File: config.mk
export PLATFORM = sky130hd
export DESIGN_NAME = sar_adc_conversion_control
export DESIGN_NICKNAME = d
export VERILOG_FILES = /design/src/design/sar_ctrl_pkg.sv /design/src/design/sar_adc_conversion_control.sv /design/src/design/sar_result_fifo.sv
export SDC_FILE = /design/constraint.sdc
export NUM_CORES = 1
export LEC_CHECK = 0
export ABC_CLOCK_PERIOD_IN_PS = 5700
export BUFFER_PORTS_ARGS = -buffer_cell sky130_fd_sc_hd__buf_2
export CORE_ASPECT_RATIO = 2
export CORE_MARGIN = 3
export CORE_UTILIZATION = 42
export CTS_BUF_LIST = sky130_fd_sc_hd__clkbuf_16
export DETAILED_ROUTE_END_ITERATION = 12
export GPL_ROUTABILITY_DRIVEN = 1
export PLACE_DENSITY = 0.7
export SLEW_MARGIN = 20
export SYNTH_ARGS = -nofsm -noshare
export SYNTH_HDL_FRONTEND = slang
export SYNTH_SLANG_ARGS = --single-unit
File: constraint.sdc
create_clock -name clk -period 5.7 [get_ports clk]
set_clock_uncertainty 0.15 [all_clocks]
set_input_delay 0.855 -clock clk [delete_from_list [all_inputs] [get_ports clk]]
set_output_delay 0.855 -clock clk [all_outputs]
set_load 0.01 [all_outputs]
File: src/design/sar_ctrl_pkg.sv
// constants shared by the successive approximation conversion control
package sar_ctrl_pkg;
   localparam int          RES_BITS      = 12;          // result width
   localparam int          CLK_MHZ       = 100;         // control clock rate
   localparam int          PWRUP_WAIT_NS = 10000;       // power-up wait, 10 us
   localparam int          PWRUP_CYCLES  = (PWRUP_WAIT_NS * CLK_MHZ + 999) / 1000;
   localparam int          SAMPLE_CYCLES = 2;           // cycles the input is sampled
   localparam int          BIT_CYCLES    = 3;           // cycles a bit: trial settle plus comparator sync
   localparam int          FIFO_DEPTH    = 4;           // result buffer depth
   localparam logic [11:0] RESULT_RST    = 12'h000;     // result reset value

   typedef enum logic [2:0]
   {
      ST_POWERUP = 3'b000,
      ST_IDLE    = 3'b001,
      ST_SAMPLE  = 3'b010,
      ST_SEARCH  = 3'b011,
      ST_STORE   = 3'b100
   } conv_state_t;
endpackage

File: src/design/sar_adc_conversion_control.sv
// conversion sequencing, done flag and result buffering for a 12-bit sar converter
// Operation
// - conversion starts on software start bit or external frame-start pulse
// - continuous mode runs with no frame-start pulse at all
// - no conversion starts until the 10 us power-up wait has elapsed
// - completion sets a status bit and raises conversion-done
// - conversion-done holds until the result is read by cpu or dma
// - conversion-done serves as interrupt source or dma request
// - single-conversion select picks continuous or one conversion per trigger
// - continuous results flow out by dma back to back without cpu
// - sample input then resolve bits msb to lsb by binary search
// - result is 12 bits wide; sample rate up to 700 ksps
`timescale 1ns/10ps
module sar_adc_conversion_control
   import sar_ctrl_pkg::*;
#(
   parameter int PWRUP_WAIT = PWRUP_CYCLES,
   parameter int BITS       = RES_BITS
)
(
   input  wire logic            clk,
   input  wire logic            rst_n,
   input  wire logic            clkEn,
   input  wire logic            wake,
   input  wire logic            startBit,
   input  wire logic            frameStart,
   input  wire logic            singleSel,
   input  wire logic            compOut,
   output logic                 sampleEn,
   output logic [BITS-1:0]      dacCode,
   output logic                 statusDone,
   output logic                 convDone,
   output logic [BITS-1:0]      result,
   input  wire logic            resultRead,
   output logic                 busy,
   output logic                 ready
);
   localparam int PW = $clog2(PWRUP_WAIT + 1);
   localparam int BW = $clog2(BITS + 1);

   conv_state_t      state_ff;
   conv_state_t      nxt_state;
   logic [PW-1:0]    pwrCnt_ff;
   logic [BW-1:0]    bitIdx_ff;
   logic [1:0]       smpCnt_ff;
   logic [BITS-1:0]  trial_ff;
   logic [1:0]       sofSync_ff;
   logic             sofLast_ff;
   logic [1:0]       wakeSync_ff;
   logic [1:0]       cmpSync_ff;
   logic             sampleEn_ff;
   logic             busy_ff;
   logic             ready_ff;
   logic             statusDone_ff;
   logic [BITS-1:0]  result_ff;
   wire              sofPulse;
   wire              startReq;
   wire              bitTaken;
   wire              lastBit;
   wire              bitDecide;
   wire              fifoInReady;
   wire              fifoOutValid;
   wire [BITS-1:0]   fifoOutData;
   wire              drainFifo;
   wire              pushResult;

   // pin inputs pass two flops; edge detect reads the second stage only
   always_ff @(posedge clk or negedge rst_n)
   begin
      if (!rst_n)
      begin
         sofSync_ff  <= 2'h0;
         sofLast_ff  <= 1'b0;
         wakeSync_ff <= 2'h0;
         cmpSync_ff  <= 2'h0;
      end
      else if (clkEn)
      begin
         sofSync_ff  <= {sofSync_ff[0], frameStart};
         sofLast_ff  <= sofSync_ff[1];
         wakeSync_ff <= {wakeSync_ff[0], wake};
         cmpSync_ff  <= {cmpSync_ff[0], compOut};
      end
   end

   // start decode: continuous mode needs no trigger at all
   assign sofPulse = sofSync_ff[1] && !sofLast_ff;
   assign startReq = !singleSel || startBit || sofPulse;
   // comparator high means the trial level is below the input, keep the bit
   assign bitTaken = cmpSync_ff[1];
   assign lastBit  = (bitIdx_ff == '0);
   // decide only once the comparator answer for this trial is through both sync stages
   assign bitDecide = (smpCnt_ff == 2'(BIT_CYCLES - 1));
   assign pushResult = (state_ff == ST_STORE);
   // a result read pops the buffer; the next waiting result follows next cycle
   assign drainFifo = resultRead && statusDone_ff;

   // sequencing; requests outside idle fall on the floor
   always_comb
   begin
      nxt_state = state_ff;
      unique case (state_ff)
         ST_POWERUP: if (pwrCnt_ff == PW'(PWRUP_WAIT)) nxt_state = ST_IDLE;
         ST_IDLE:    if (startReq) nxt_state = ST_SAMPLE;
         ST_SAMPLE:  if (smpCnt_ff == 2'(SAMPLE_CYCLES - 1)) nxt_state = ST_SEARCH;
         ST_SEARCH:  if (lastBit && bitDecide) nxt_state = ST_STORE;
         ST_STORE:   if (fifoInReady) nxt_state = ST_IDLE;
         default:    nxt_state = ST_POWERUP;
      endcase
   end

   // state, power-up timer and bit search
   always_ff @(posedge clk or negedge rst_n)
   begin
      if (!rst_n)
      begin
         state_ff  <= ST_POWERUP;
         pwrCnt_ff <= '0;
         bitIdx_ff <= '0;
         smpCnt_ff <= 2'h0;
         trial_ff  <= '0;
      end
      else if (clkEn)
      begin
         // wake from sleep restarts the power-up wait
         if (wakeSync_ff[1])
         begin
            state_ff  <= ST_POWERUP;
            pwrCnt_ff <= '0;
         end
         else
         begin
            state_ff <= nxt_state;
            if (state_ff == ST_POWERUP)
               pwrCnt_ff <= pwrCnt_ff + 1'b1;
         end
         unique case (state_ff)
            ST_IDLE:
            begin
               smpCnt_ff <= 2'h0;
               bitIdx_ff <= BW'(BITS - 1);
               trial_ff  <= '0;
            end
            ST_SAMPLE:
            begin
               smpCnt_ff <= smpCnt_ff + 2'h1;
               if (smpCnt_ff == 2'(SAMPLE_CYCLES - 1))
               begin
                  smpCnt_ff               <= 2'h0;
                  trial_ff[BITS-1]        <= 1'b1;
               end
            end
            ST_SEARCH:
            begin
               // three cycles a bit: one for the trial to reach the comparator and
               // two for its synchroniser; fewer would decide on the previous trial
               smpCnt_ff <= smpCnt_ff + 2'h1;
               if (bitDecide)
               begin
                  smpCnt_ff          <= 2'h0;
                  trial_ff[bitIdx_ff] <= bitTaken;
                  if (!lastBit)
                  begin
                     trial_ff[bitIdx_ff - 1'b1] <= 1'b1;
                     bitIdx_ff                   <= bitIdx_ff - 1'b1;
                  end
               end
            end
            default:
            begin
               smpCnt_ff <= smpCnt_ff;
            end
         endcase
      end
   end

   // result buffer: a full buffer stalls the converter in the store state
   sar_result_fifo #(
      .WIDTH (BITS),
      .DEPTH (FIFO_DEPTH)
   ) resultFifo (
      .clk      (clk),
      .rst_n    (rst_n),
      .clkEn    (clkEn),
      .inValid  (pushResult),
      .inReady  (fifoInReady),
      .inData   (trial_ff),
      .outValid (fifoOutValid),
      .outReady (drainFifo || !statusDone_ff),
      .outData  (fifoOutData)
   );

   // status and done: set by a presented result, cleared by its read
   always_ff @(posedge clk or negedge rst_n)
   begin
      if (!rst_n)
      begin
         statusDone_ff <= 1'b0;
         result_ff     <= RESULT_RST;
         sampleEn_ff   <= 1'b0;
         busy_ff       <= 1'b0;
         ready_ff      <= 1'b0;
      end
      else if (clkEn)
      begin
         // a new result loaded in the same cycle as a read keeps done high
         if (fifoOutValid && (drainFifo || !statusDone_ff))
         begin
            statusDone_ff <= 1'b1;
            result_ff     <= fifoOutData;
         end
         else if (drainFifo)
            statusDone_ff <= 1'b0;
         sampleEn_ff <= (nxt_state == ST_SAMPLE) && !wakeSync_ff[1];
         busy_ff     <= (nxt_state != ST_IDLE) && (nxt_state != ST_POWERUP);
         ready_ff    <= (nxt_state != ST_POWERUP) && !wakeSync_ff[1];
      end
   end

   assign sampleEn   = sampleEn_ff;
   assign dacCode    = trial_ff;
   assign statusDone = statusDone_ff;
   assign convDone   = statusDone_ff;
   assign result     = result_ff;
   assign busy       = busy_ff;
   assign ready      = ready_ff;
endmodule

File: src/design/sar_result_fifo.sv
// small result buffer with valid and ready on both sides
`timescale 1ns/10ps
module sar_result_fifo #(
   parameter int WIDTH = 12,
   parameter int DEPTH = 4
)
(
   input  wire logic             clk,
   input  wire logic             rst_n,
   input  wire logic             clkEn,
   input  wire logic             inValid,
   output logic                  inReady,
   input  wire logic [WIDTH-1:0] inData,
   output logic                  outValid,
   input  wire logic             outReady,
   output logic      [WIDTH-1:0] outData
);
   localparam int AW = (DEPTH > 1) ? $clog2(DEPTH) : 1;

   logic [WIDTH-1:0] mem_ff [DEPTH];
   logic [AW-1:0]    wrPtr_ff;
   logic [AW-1:0]    rdPtr_ff;
   logic [AW:0]      count_ff;
   logic [WIDTH-1:0] rdData_ff;
   logic             rdValid_ff;
   wire              pushEn;
   wire              popEn;
   wire              loadOut;
   wire              memEmpty;

   // output register drains the memory whenever it is empty or being taken
   assign memEmpty = (count_ff == '0);
   assign loadOut  = !memEmpty && (!rdValid_ff || outReady);
   assign popEn    = loadOut;
   assign pushEn   = inValid && inReady;
   assign inReady  = (count_ff != (AW+1)'(DEPTH));
   assign outValid = rdValid_ff;
   assign outData  = rdData_ff;

   // storage and pointers
   always_ff @(posedge clk or negedge rst_n)
   begin
      if (!rst_n)
      begin
         wrPtr_ff   <= '0;
         rdPtr_ff   <= '0;
         count_ff   <= '0;
         rdData_ff  <= '0;
         rdValid_ff <= 1'b0;
      end
      else if (clkEn)
      begin
         if (pushEn)
         begin
            mem_ff[wrPtr_ff] <= inData;
            wrPtr_ff         <= (wrPtr_ff == AW'(DEPTH-1)) ? '0 : wrPtr_ff + 1'b1;
         end
         if (popEn)
         begin
            rdData_ff <= mem_ff[rdPtr_ff];
            rdPtr_ff  <= (rdPtr_ff == AW'(DEPTH-1)) ? '0 : rdPtr_ff + 1'b1;
         end
         count_ff   <= count_ff + (AW+1)'(pushEn) - (AW+1)'(popEn);
         rdValid_ff <= loadOut || (rdValid_ff && !outReady);
      end
   end
endmodule

==> results.toml, run 1 <==
[global_route]
grt_pass1_vias = 3747
overflow = 0
use_met1_pct = 16.5
grt_util_met3_pct = 4.46
grt_pass1_wl_um = 18700
grt_max_degree = 79
antenna_found_initial = 0
met2_usage_pct = 30.7
grt_use_total_pct = 16.6
grt_most_used_layer = "met2"

[setup_path]
slowest_stage = "or3b_2"
worstSetupPathType = "register to register"
crit_chain = "inv_1, ha_1, or3b_2, nor2_1, o21ai_0, nor3_1, a41oi_1"
r2r_start = "bitIdx_ff[0]$_DFFE_PN0P_"
cp-start-kind = "register"
cp.arrival_ps = 2890
crit_fanout = 15
critPathCapture = "ready$_DFFE_PN0P_"
reg2reg_to = "ready$_DFFE_PN0P_"
setup.worst_path.start = "bitIdx_ff[0]$_DFFE_PN0P_"
r2r_cells = 7
cpPeakStageDelay_ps = 580
end_kind = "register"
r2r_slack_ps = 2910
critical_path.top_delay_family = "simple AND/OR/NAND/NOR gates"
cp_num_cells = 7
crit_required_ps = 5800
critical_path_buf_inv_count = 1

[clock_network]
cts_made_buffers = 17
root_buffer = "clkbuf_16"
clock_latency_ps = 410
cts_resized = 0
clk_pin_slew_worst_paths_ps = 60
cts_max_path_buffers = 2
h-tree-depth = 4
holdBufCountCts = 0
post_cts_buffers = 0
cts_sinks = 122
cts_tree = "yes"

[drt]
drtPass1Iterations = 4
routed_wl_um = 11300
vias = 3567
drt_iter0_markers = 210
drc = 0
ant_nets = 0
wire_per_inst_um = 17.8
routed_via_density = 5.60

[run_status]
outcome = "complete, no violations"

[finish]
final_nets = 498
diodes = 0
post-route-util_pct = 50.1
fin_area_um2 = 6360
area_growth_pct = 15.4
layoutNonFillerInstCount = 637
final_layout_size_suffix_gt1_share_pct = 24.8

[logic_synthesis]
yosysTopAreaCell = "dfrtp_1"
synth_area_leaders = "dfrtp_1 34%, edfxtp_1 26%, mux2_2 6.5%"
yosys.area.top_type_share_pct = 33.6
ys_seq_elements = 122
synth_commonest_cells = "74 x dfrtp_1, 48 x edfxtp_1, 34 x nand2_1, 34 x o21ai_0, 32 x mux2_2"
yosysSeqAreaShare_pct = 59.7
syn_area_per_cell_um2 = 12.5
synth_area_um2 = 5510
synth.most_common_cell = "dfrtp_1"
synth_edf_count = 48
synth_async_sr_flop_share_pct = 60.7
yosysWarnings = 0
synth_top_flop_cell = "dfrtp_1"
netlist_instances = 441
synth_cell_type_count = 52
syn-num-nets = 465

[sta]
rsz0062_at_grt = "no"
slew_headroom_pct = 35.0
tns_ps = 0
fin_crit_ps = 2790
holdWs_ps = 348
max_freq_mhz = 359
fin_crit_sh_pct = 48.9
finalSetupViolCount = 0
slew_violations = 0
hold_violations = 0
tightestPinTransition_ps = 974

[job]
maxCapViolations = 0

[floorplanning]
die_y_um = 168
pin_count = 38
start_util_pct = 43.4
die_area_um2 = 14600
rows = 58
die_w_um = 87.0
core_um2 = 12700

[place]
place_inst = 605
portBuffers = 37
gp_routability_congestion = 0.836
place_area_um2 = 5790
dpl.hpwl_um = 8250

[pwr]
powerDensity_nw_per_um2 = 427
max-vdd-ir-drop_mv = 0.299
leakage_nw = 2.67

[hold_path]
min-delay-path-class = "register to register"
## flip-flops by register name, summed over array words and instances, names as in the netlist, 3 cells and up
register,count
dacCode,12
pwrCnt_ff,10
bitIdx_ff,4
state_ff,3
resultFifo.outData,12
resultFifo.mem_ff,48
result,12
resultFifo.count_ff,3
## how the worst min path moves through the flow
stage	to	cells past startpoint	from	slack (ps)
after floorplan	cmpSync_ff[1]$_DFFE_PN0P_	2	cmpSync_ff[0]$_DFFE_PN0P_	300
after global placement	cmpSync_ff[1]$_DFFE_PN0P_	2	cmpSync_ff[0]$_DFFE_PN0P_	320
after detailed placement	cmpSync_ff[1]$_DFFE_PN0P_	2	cmpSync_ff[0]$_DFFE_PN0P_	340
after CTS	result[4]$_DFFE_PN0P_	1	resultFifo.outData[4]$_DFFE_PN0P_	350
after global routing	resultFifo.outData[3]$_DFFE_PN0P_	1	resultFifo.outData[3]$_DFFE_PN0P_	360
final	cmpSync_ff[1]$_DFFE_PN0P_	2	cmpSync_ff[0]$_DFFE_PN0P_	350
## cell type report
class	instances	area (µm²)
well taps	150	188
repair buffers	38	195
inverters	18	67.6
multi-input cells	277	2050
flip-flops and latches	122	3290
clock buffers	18	450
clock inverters	14	115
fillers	1104	6340
## tightest hold or removal path, cell delays in order, from the launching register on
cell     delay (ps)
dfrtp_1         350
nand2_1          50
o21ai_0          60
## stage by stage
stage	setup slack, ps	total power, mW
after floorplan	3130	1.56
after global placement	2800	1.69
after detailed placement	2710	1.73
after CTS	2910	2.75
after global routing	2680	2.87
final	2910	2.72
## cells by family after synthesis
group                    Yosys count  share of synthesized area (%)
flip-flops                       122                           59.7
AND/OR/NAND/NOR                  118                           10.7
AO/OA/AOI/OAI                     91                           9.99
multiplexers                      47                           12.0
buffers and inverters             42                           3.06
adder cells (fa/ha/maj)           15                           3.54
XOR/XNOR                           6                          0.953
## power by group
| part | switching [mW] | internal [mW] | leakage [nW] |
|---|---|---|---|
| registers | 0.154 | 1.06 | 1.43 |
| logic | 0.228 | 0.261 | 0.958 |
| clock network | 0.390 | 0.625 | 0.284 |
| total | 0.771 | 1.95 | 2.67 |
## cell usage in the layout, fill, tap and decap left out, types with 2 or more instances in the layout
| cell type | count |
|---|---|
| a2bb2oi_1 | 2 |
| mux2_2 | 32 |
| nor2b_1 | 5 |
| a22oi_1 | 5 |
| a221o_1 | 2 |
| nand2b_1 | 5 |
| and3_1 | 6 |
| clkinv_1 | 2 |
| mux4_2 | 12 |
| buf_2 | 36 |
| buf_4 | 2 |
| nor2_1 | 24 |
| nand3_1 | 8 |
| clkbuf_16 | 18 |
| a22o_1 | 2 |
| or2_2 | 2 |
| ha_1 | 14 |
| inv_1 | 19 |
| mux2i_1 | 3 |
| nand2_1 | 34 |
| o22ai_1 | 3 |
| or3_1 | 3 |
| nor3_1 | 13 |
| dfrtp_1 | 74 |
| nand4_1 | 4 |
| inv_6 | 4 |
| o31ai_1 | 2 |
| a21o_1 | 2 |
| a21oi_1 | 26 |
| nor4_1 | 3 |
| o21ai_0 | 34 |
| clkinv_2 | 2 |
| and2_1 | 2 |
| nand3b_1 | 3 |
| a31oi_1 | 3 |
| xnor2_1 | 4 |
| edfxtp_1 | 48 |
| inv_4 | 2 |
| xor2_1 | 2 |
## per-layer routing
layer	up-vias	wire length (µm)
li1	1696	-
met1	1759	4070
met2	85	6470
met3	27	355
met4	0	452
met5	-	0
(Power assumes the default switching activity.)
==> run 2, diff against run 1 <==
--- a/config.mk
+++ b/config.mk
@@ -5,7 +5,7 @@
 export SDC_FILE = /design/constraint.sdc
 export NUM_CORES = 1
 export LEC_CHECK = 0
-export ABC_CLOCK_PERIOD_IN_PS = 5700
+export ABC_CLOCK_PERIOD_IN_PS = 2620
 export BUFFER_PORTS_ARGS = -buffer_cell sky130_fd_sc_hd__buf_2
 export CORE_ASPECT_RATIO = 2
 export CORE_MARGIN = 3
==> constraint.sdc (replaced) <==
create_clock -name clk -period 2.62 [get_ports clk]
set_clock_uncertainty 0.15 [all_clocks]
set_input_delay 0.393 -clock clk [delete_from_list [all_inputs] [get_ports clk]]
set_output_delay 0.393 -clock clk [all_outputs]
set_load 0.01 [all_outputs]
==> results.toml, run 2 (synthesis results as in run 1) <==
[run_status]
outcome = "complete, no violations"

[setup_path]
critical_path_buf_inv_count = 1
slowest_stage = "dfrtp_1"
cp-start-kind = "register"
cpPeakStageDelay_ps = 430
end_kind = "register"
crit_chain = "nor3_1, a21oi_1, ha_1, inv_1, ha_1, fa_1, xor2_1, nor2_1, xnor2_1"
worstSetupPathType = "register to register"
crit_fanout = 5
critical_path.top_delay_family = "adder cells"
cpMostUsedCell = "ha_1"
crit_required_ps = 2800
cp.arrival_ps = 2550

[clock_network]
cts_sinks = 122
holdBufCountCts = 1
h-tree-depth = 4
post_cts_buffers = 0
clock_latency_ps = 420
cts_tree = "yes"
cts_made_buffers = 17
clk_pin_slew_worst_paths_ps = 60
cts_resized = 0
cts_max_path_buffers = 2
root_buffer = "clkbuf_16"

[pwr]
powerDensity_nw_per_um2 = 924
total_power_mw = 5.98
leakage_nw = 2.74
max-vdd-ir-drop_mv = 0.750

[sta]
slew_headroom_pct = 51.7
rsz0062_at_grt = "no"
fin_crit_sh_pct = 90.7
fin_crit_ps = 2380
holdWs_ps = 62.3
slew_violations = 0
hold_violations = 0
max_freq_mhz = 421
tns_ps = 0
tightestPinTransition_ps = 721
finalSetupViolCount = 0

[place]
place_inst = 618
dpl.hpwl_um = 8230
portBuffers = 37
gp_routability_congestion = 0.942

[drt]
wire_per_inst_um = 17.4
vias = 3688
routed_wl_um = 11300
ant_nets = 0
drtPass1Iterations = 5
drt_iter0_markers = 243
drc = 0
routed_via_density = 5.67

[finish]
layoutNonFillerInstCount = 651
area_growth_pct = 17.5
diodes = 0
final_common_cell = "dfrtp_1"
post-route-util_pct = 51.0
largest_register = "resultFifo.mem_ff"
final_layout_size_suffix_gt1_share_pct = 27.1
largest_reg_flops = 48
final_cell_mix = "74 x dfrtp_1, 48 x edfxtp_1, 36 x buf_2"
final_nets = 512

[global_route]
grt_pass1_wl_um = 18900
grt_use_total_pct = 16.9
overflow = 0
grt_max_degree = 56
antenna_found_initial = 0
grt_pass1_vias = 3721

[hold_path]
min-delay-path-class = "primary input to register"

[floorplanning]
core_um2 = 12700
rows = 58
pin_count = 38
die_area_um2 = 14600
die_y_um = 168
start_util_pct = 43.4
die_w_um = 87.0

[job]
maxCapViolations = 0
==> run 2: power by group <==
group	internal, mW	total [mW]	switching [mW]
combinational	0.593	1.19	0.592
sequential	2.31	2.55	0.241
clock	1.30	2.25	0.943
total	4.21	5.98	1.78
==> run 2: area by class of cell <==
cell class / instances / area (µm²)
sequential: 122 / 3290
multi-input combinational: 277 / 2050
tap: 150 / 188
clock inverter: 14 / 125
timing repair buffer: 52 / 303
fill: 1065 / 6220
inverter: 18 / 67.6
clock buffer: 18 / 450
==> run 2: routing by layer <==
metal / global-route usage [%] / up-vias / wire (µm)
met1: 17.5 / 1841 / 4080
li1: - / 1715 / -
met4: 7.87 / 0 / 417
met5: 0 / - / 0
met3: 4.06 / 31 / 413
met2: 30.9 / 101 / 6440
==> run 2: worst register-to-register path, cell delays in order (launching register included) <==
cell and delay (ps):
dfrtp_1 430, nor3_1 250, a21oi_1 90, ha_1 280
inv_1 40, ha_1 190, fa_1 380, xor2_1 170
nor2_1 150, xnor2_1 160
==> run 2: path summary, 6_finish.rpt <==
kind | slack, ps | start | end | cells past startpoint
worst max-delay path | 240 | resultFifo.count_ff[1]$_DFFE_PN0P_ | resultFifo.count_ff[2]$_DFFE_PN0P_ | 9
worst min-delay path | 60 | compOut | cmpSync_ff[0]$_DFFE_PN0P_ | 2
worst max register to register | 240 | resultFifo.count_ff[1]$_DFFE_PN0P_ | resultFifo.count_ff[2]$_DFFE_PN0P_ | 9
worst min register to register | 340 | cmpSync_ff[0]$_DFFE_PN0P_ | cmpSync_ff[1]$_DFFE_PN0P_ | 2
max in group asynchronous | 1020 | rst_n | dacCode[7]$_DFFE_PN0P_ | 3
min in group asynchronous | 260 | rst_n | resultFifo.count_ff[0]$_DFFE_PN0P_ | 2
==> run 2: per-stage QoR <==
step | cell area (µm²) | setup slack, ps
CTS | 6480 | 252
detailed placement | 5890 | 204
finish | 6480 | 245
global placement | 5890 | 351
floorplan | 5510 | 422
global route | 6480 | 69.1
==> run 3, diff against run 2 <==
--- a/config.mk
+++ b/config.mk
@@ -7,13 +7,15 @@
 export LEC_CHECK = 0
 export ABC_CLOCK_PERIOD_IN_PS = 2620
 export BUFFER_PORTS_ARGS = -buffer_cell sky130_fd_sc_hd__buf_2
+export CELL_PAD_IN_SITES_DETAIL_PLACEMENT = 1
+export CELL_PAD_IN_SITES_GLOBAL_PLACEMENT = 1
 export CORE_ASPECT_RATIO = 2
 export CORE_MARGIN = 3
 export CORE_UTILIZATION = 42
 export CTS_BUF_LIST = sky130_fd_sc_hd__clkbuf_16
 export DETAILED_ROUTE_END_ITERATION = 12
 export GPL_ROUTABILITY_DRIVEN = 1
-export PLACE_DENSITY = 0.7
+export PLACE_DENSITY = 0.8
 export SLEW_MARGIN = 20
 export SYNTH_ARGS = -nofsm -noshare
 export SYNTH_HDL_FRONTEND = slang
==> constraint.sdc (replaced) <==
create_clock -name clk -period 2.62 [get_ports clk]
set_clock_uncertainty 0.15 [all_clocks]
set_input_delay 0.393 -clock clk [delete_from_list [all_inputs] [get_ports clk]]
set_output_delay 0.393 -clock clk [all_outputs]
set_load 0.005 [all_outputs]
==> results.toml, run 3 (synthesis results as in run 1) <==
[run_status]
outcome = "complete, no violations"

[pwr]
powerDensity_nw_per_um2 = 928
total_power_mw = 6.02
max-vdd-ir-drop_mv = 0.790
leakage_nw = 2.74

[finish]
largest_register = "resultFifo.mem_ff"
diodes = 0
multi_input_area_um2 = 2060
fillers = 1311
post-route-util_pct = 51.1
area_growth_pct = 17.7
final_common_cell = "dfrtp_1"
layoutNonFillerInstCount = 652
final_nets = 513
fin_area_um2 = 6490
seqCellArea_um2 = 3290
final_layout_size_suffix_gt1_share_pct = 27.3
final_cell_mix = "74 x dfrtp_1, 48 x edfxtp_1, 36 x buf_2"
largest_reg_flops = 48

[drt]
vias = 3758
drc = 0
routed_wl_um = 13700
ant_nets = 0
wire_per_inst_um = 21.0
routed_via_density = 5.76
drt_iter0_markers = 310
drtPass1Iterations = 5

[sta]
finalSetupViolCount = 0
fin_ws_ps = 216
rsz0062_at_grt = "no"
slew_headroom_pct = 42.5
fin_crit_sh_pct = 91.8
tns_ps = 0
hold_violations = 0
holdWs_ps = 60.4
max_freq_mhz = 416
fin_crit_ps = 2400
slew_violations = 0
tightestPinTransition_ps = 863

[floorplanning]
die_w_um = 87.0
start_util_pct = 43.4
pin_count = 38
die_y_um = 168
rows = 58
core_um2 = 12700
die_area_um2 = 14600

[clock_network]
post_cts_buffers = 0
cts_tree = "yes"
clk_pin_slew_worst_paths_ps = 60
h-tree-depth = 4
cts_max_path_buffers = 2
cts_sinks = 122
root_buffer = "clkbuf_16"
cts_made_buffers = 17
clock_latency_ps = 420

[setup_path]
setup.worst_path.start = "bitIdx_ff[0]$_DFFE_PN0P_"
end_kind = "register"
crit_required_ps = 2740
cp-start-kind = "register"
cp.arrival_ps = 2530
r2r_cells = 7
r2r_start = "bitIdx_ff[0]$_DFFE_PN0P_"
crit_chain = "inv_1, ha_1, or3b_2, nor2_1, o21ai_0, nor3_2, a41oi_1"
critical_path_buf_inv_count = 1
critPathCapture = "ready$_DFFE_PN0P_"
slowest_stage = "or3b_2"
crit_fanout = 8
worstSetupPathType = "register to register"
reg2reg_to = "ready$_DFFE_PN0P_"
critical_path.top_delay_family = "simple AND/OR/NAND/NOR gates"
r2r_slack_ps = 220
cp_num_cells = 7
cpPeakStageDelay_ps = 530

[global_route]
grt_pass1_wl_um = 22400
antenna_found_initial = 0
grt_use_total_pct = 20.2
grt_pass1_vias = 4273
grt_max_degree = 67
overflow = 0

[place]
portBuffers = 37
dpl.hpwl_um = 9290
place_area_um2 = 5900
preCtsSetupSlack_ps = 170
gp_routability_congestion = 0.864
place_inst = 619

[job]
maxCapViolations = 0

[hold_path]
min-delay-path-class = "primary input to register"
-- run 3: cell types whose count changed in the layout (fill, tap and decap cells not counted) --
cell / delta
clkinvlp_4: +2
bufinv_16: +1
clkinv_2: +3
inv_8: -2
inv_1: +1
nor3_2: +1
inv_6: -5
nor3_1: -1
buf_4: +1
-- run 3: final cells by class --
cell class                 count  share of cell area (%)
clock buffer                  18                    6.94
sequential                   122                    50.8
clock inverter                14                    1.89
inverter                      18                    1.04
tap                          150                    2.89
timing repair buffer          53                    4.78
multi-input combinational    277                    31.7
-- run 3: timing repair --
action,in CTS,in global routing
gates resized for setup,0,1
endpoints found under the hold margin,8,0
endpoints found under the setup margin,0,1
hold buffers,1,0
-- run 3: report_power, final --
part | leakage (nW) | internal (mW) | total, mW | switching [mW]
Clock | 0.280 | 1.36 | 2.26 | 0.898
Combinational | 1.04 | 0.602 | 1.19 | 0.588
Sequential | 1.43 | 2.31 | 2.57 | 0.261
Total | 2.74 | 4.27 | 6.02 | 1.75
-- run 3: how the worst min path moves through the flow --
stage | depth (start not counted) | to | from | slack, ps
final | 2 | cmpSync_ff[0]$_DFFE_PN0P_ | compOut | 60
after global routing | 2 | cmpSync_ff[0]$_DFFE_PN0P_ | compOut | 50
after CTS | 2 | cmpSync_ff[0]$_DFFE_PN0P_ | compOut | 50
after detailed placement | 1 | resultFifo.wrPtr_ff[0]$_DFFE_PN0P_ | rst_n | 90
after global placement | 1 | resultFifo.wrPtr_ff[0]$_DFFE_PN0P_ | rst_n | 90
after floorplan | 0 | bitIdx_ff[0]$_DFFE_PN0P_ | rst_n | -50
-- run 3: per-layer routing --
| layer | up-vias | wire (µm) | global-route usage [%] |
|---|---|---|---|
| met3 | 36 | 431 | 3.82 |
| li1 | 1706 | - | - |
| met2 | 88 | 8010 | 38.3 |
| met5 | - | 0 | 0 |
| met1 | 1928 | 4860 | 20.2 |
| met4 | 0 | 403 | 9.43 |
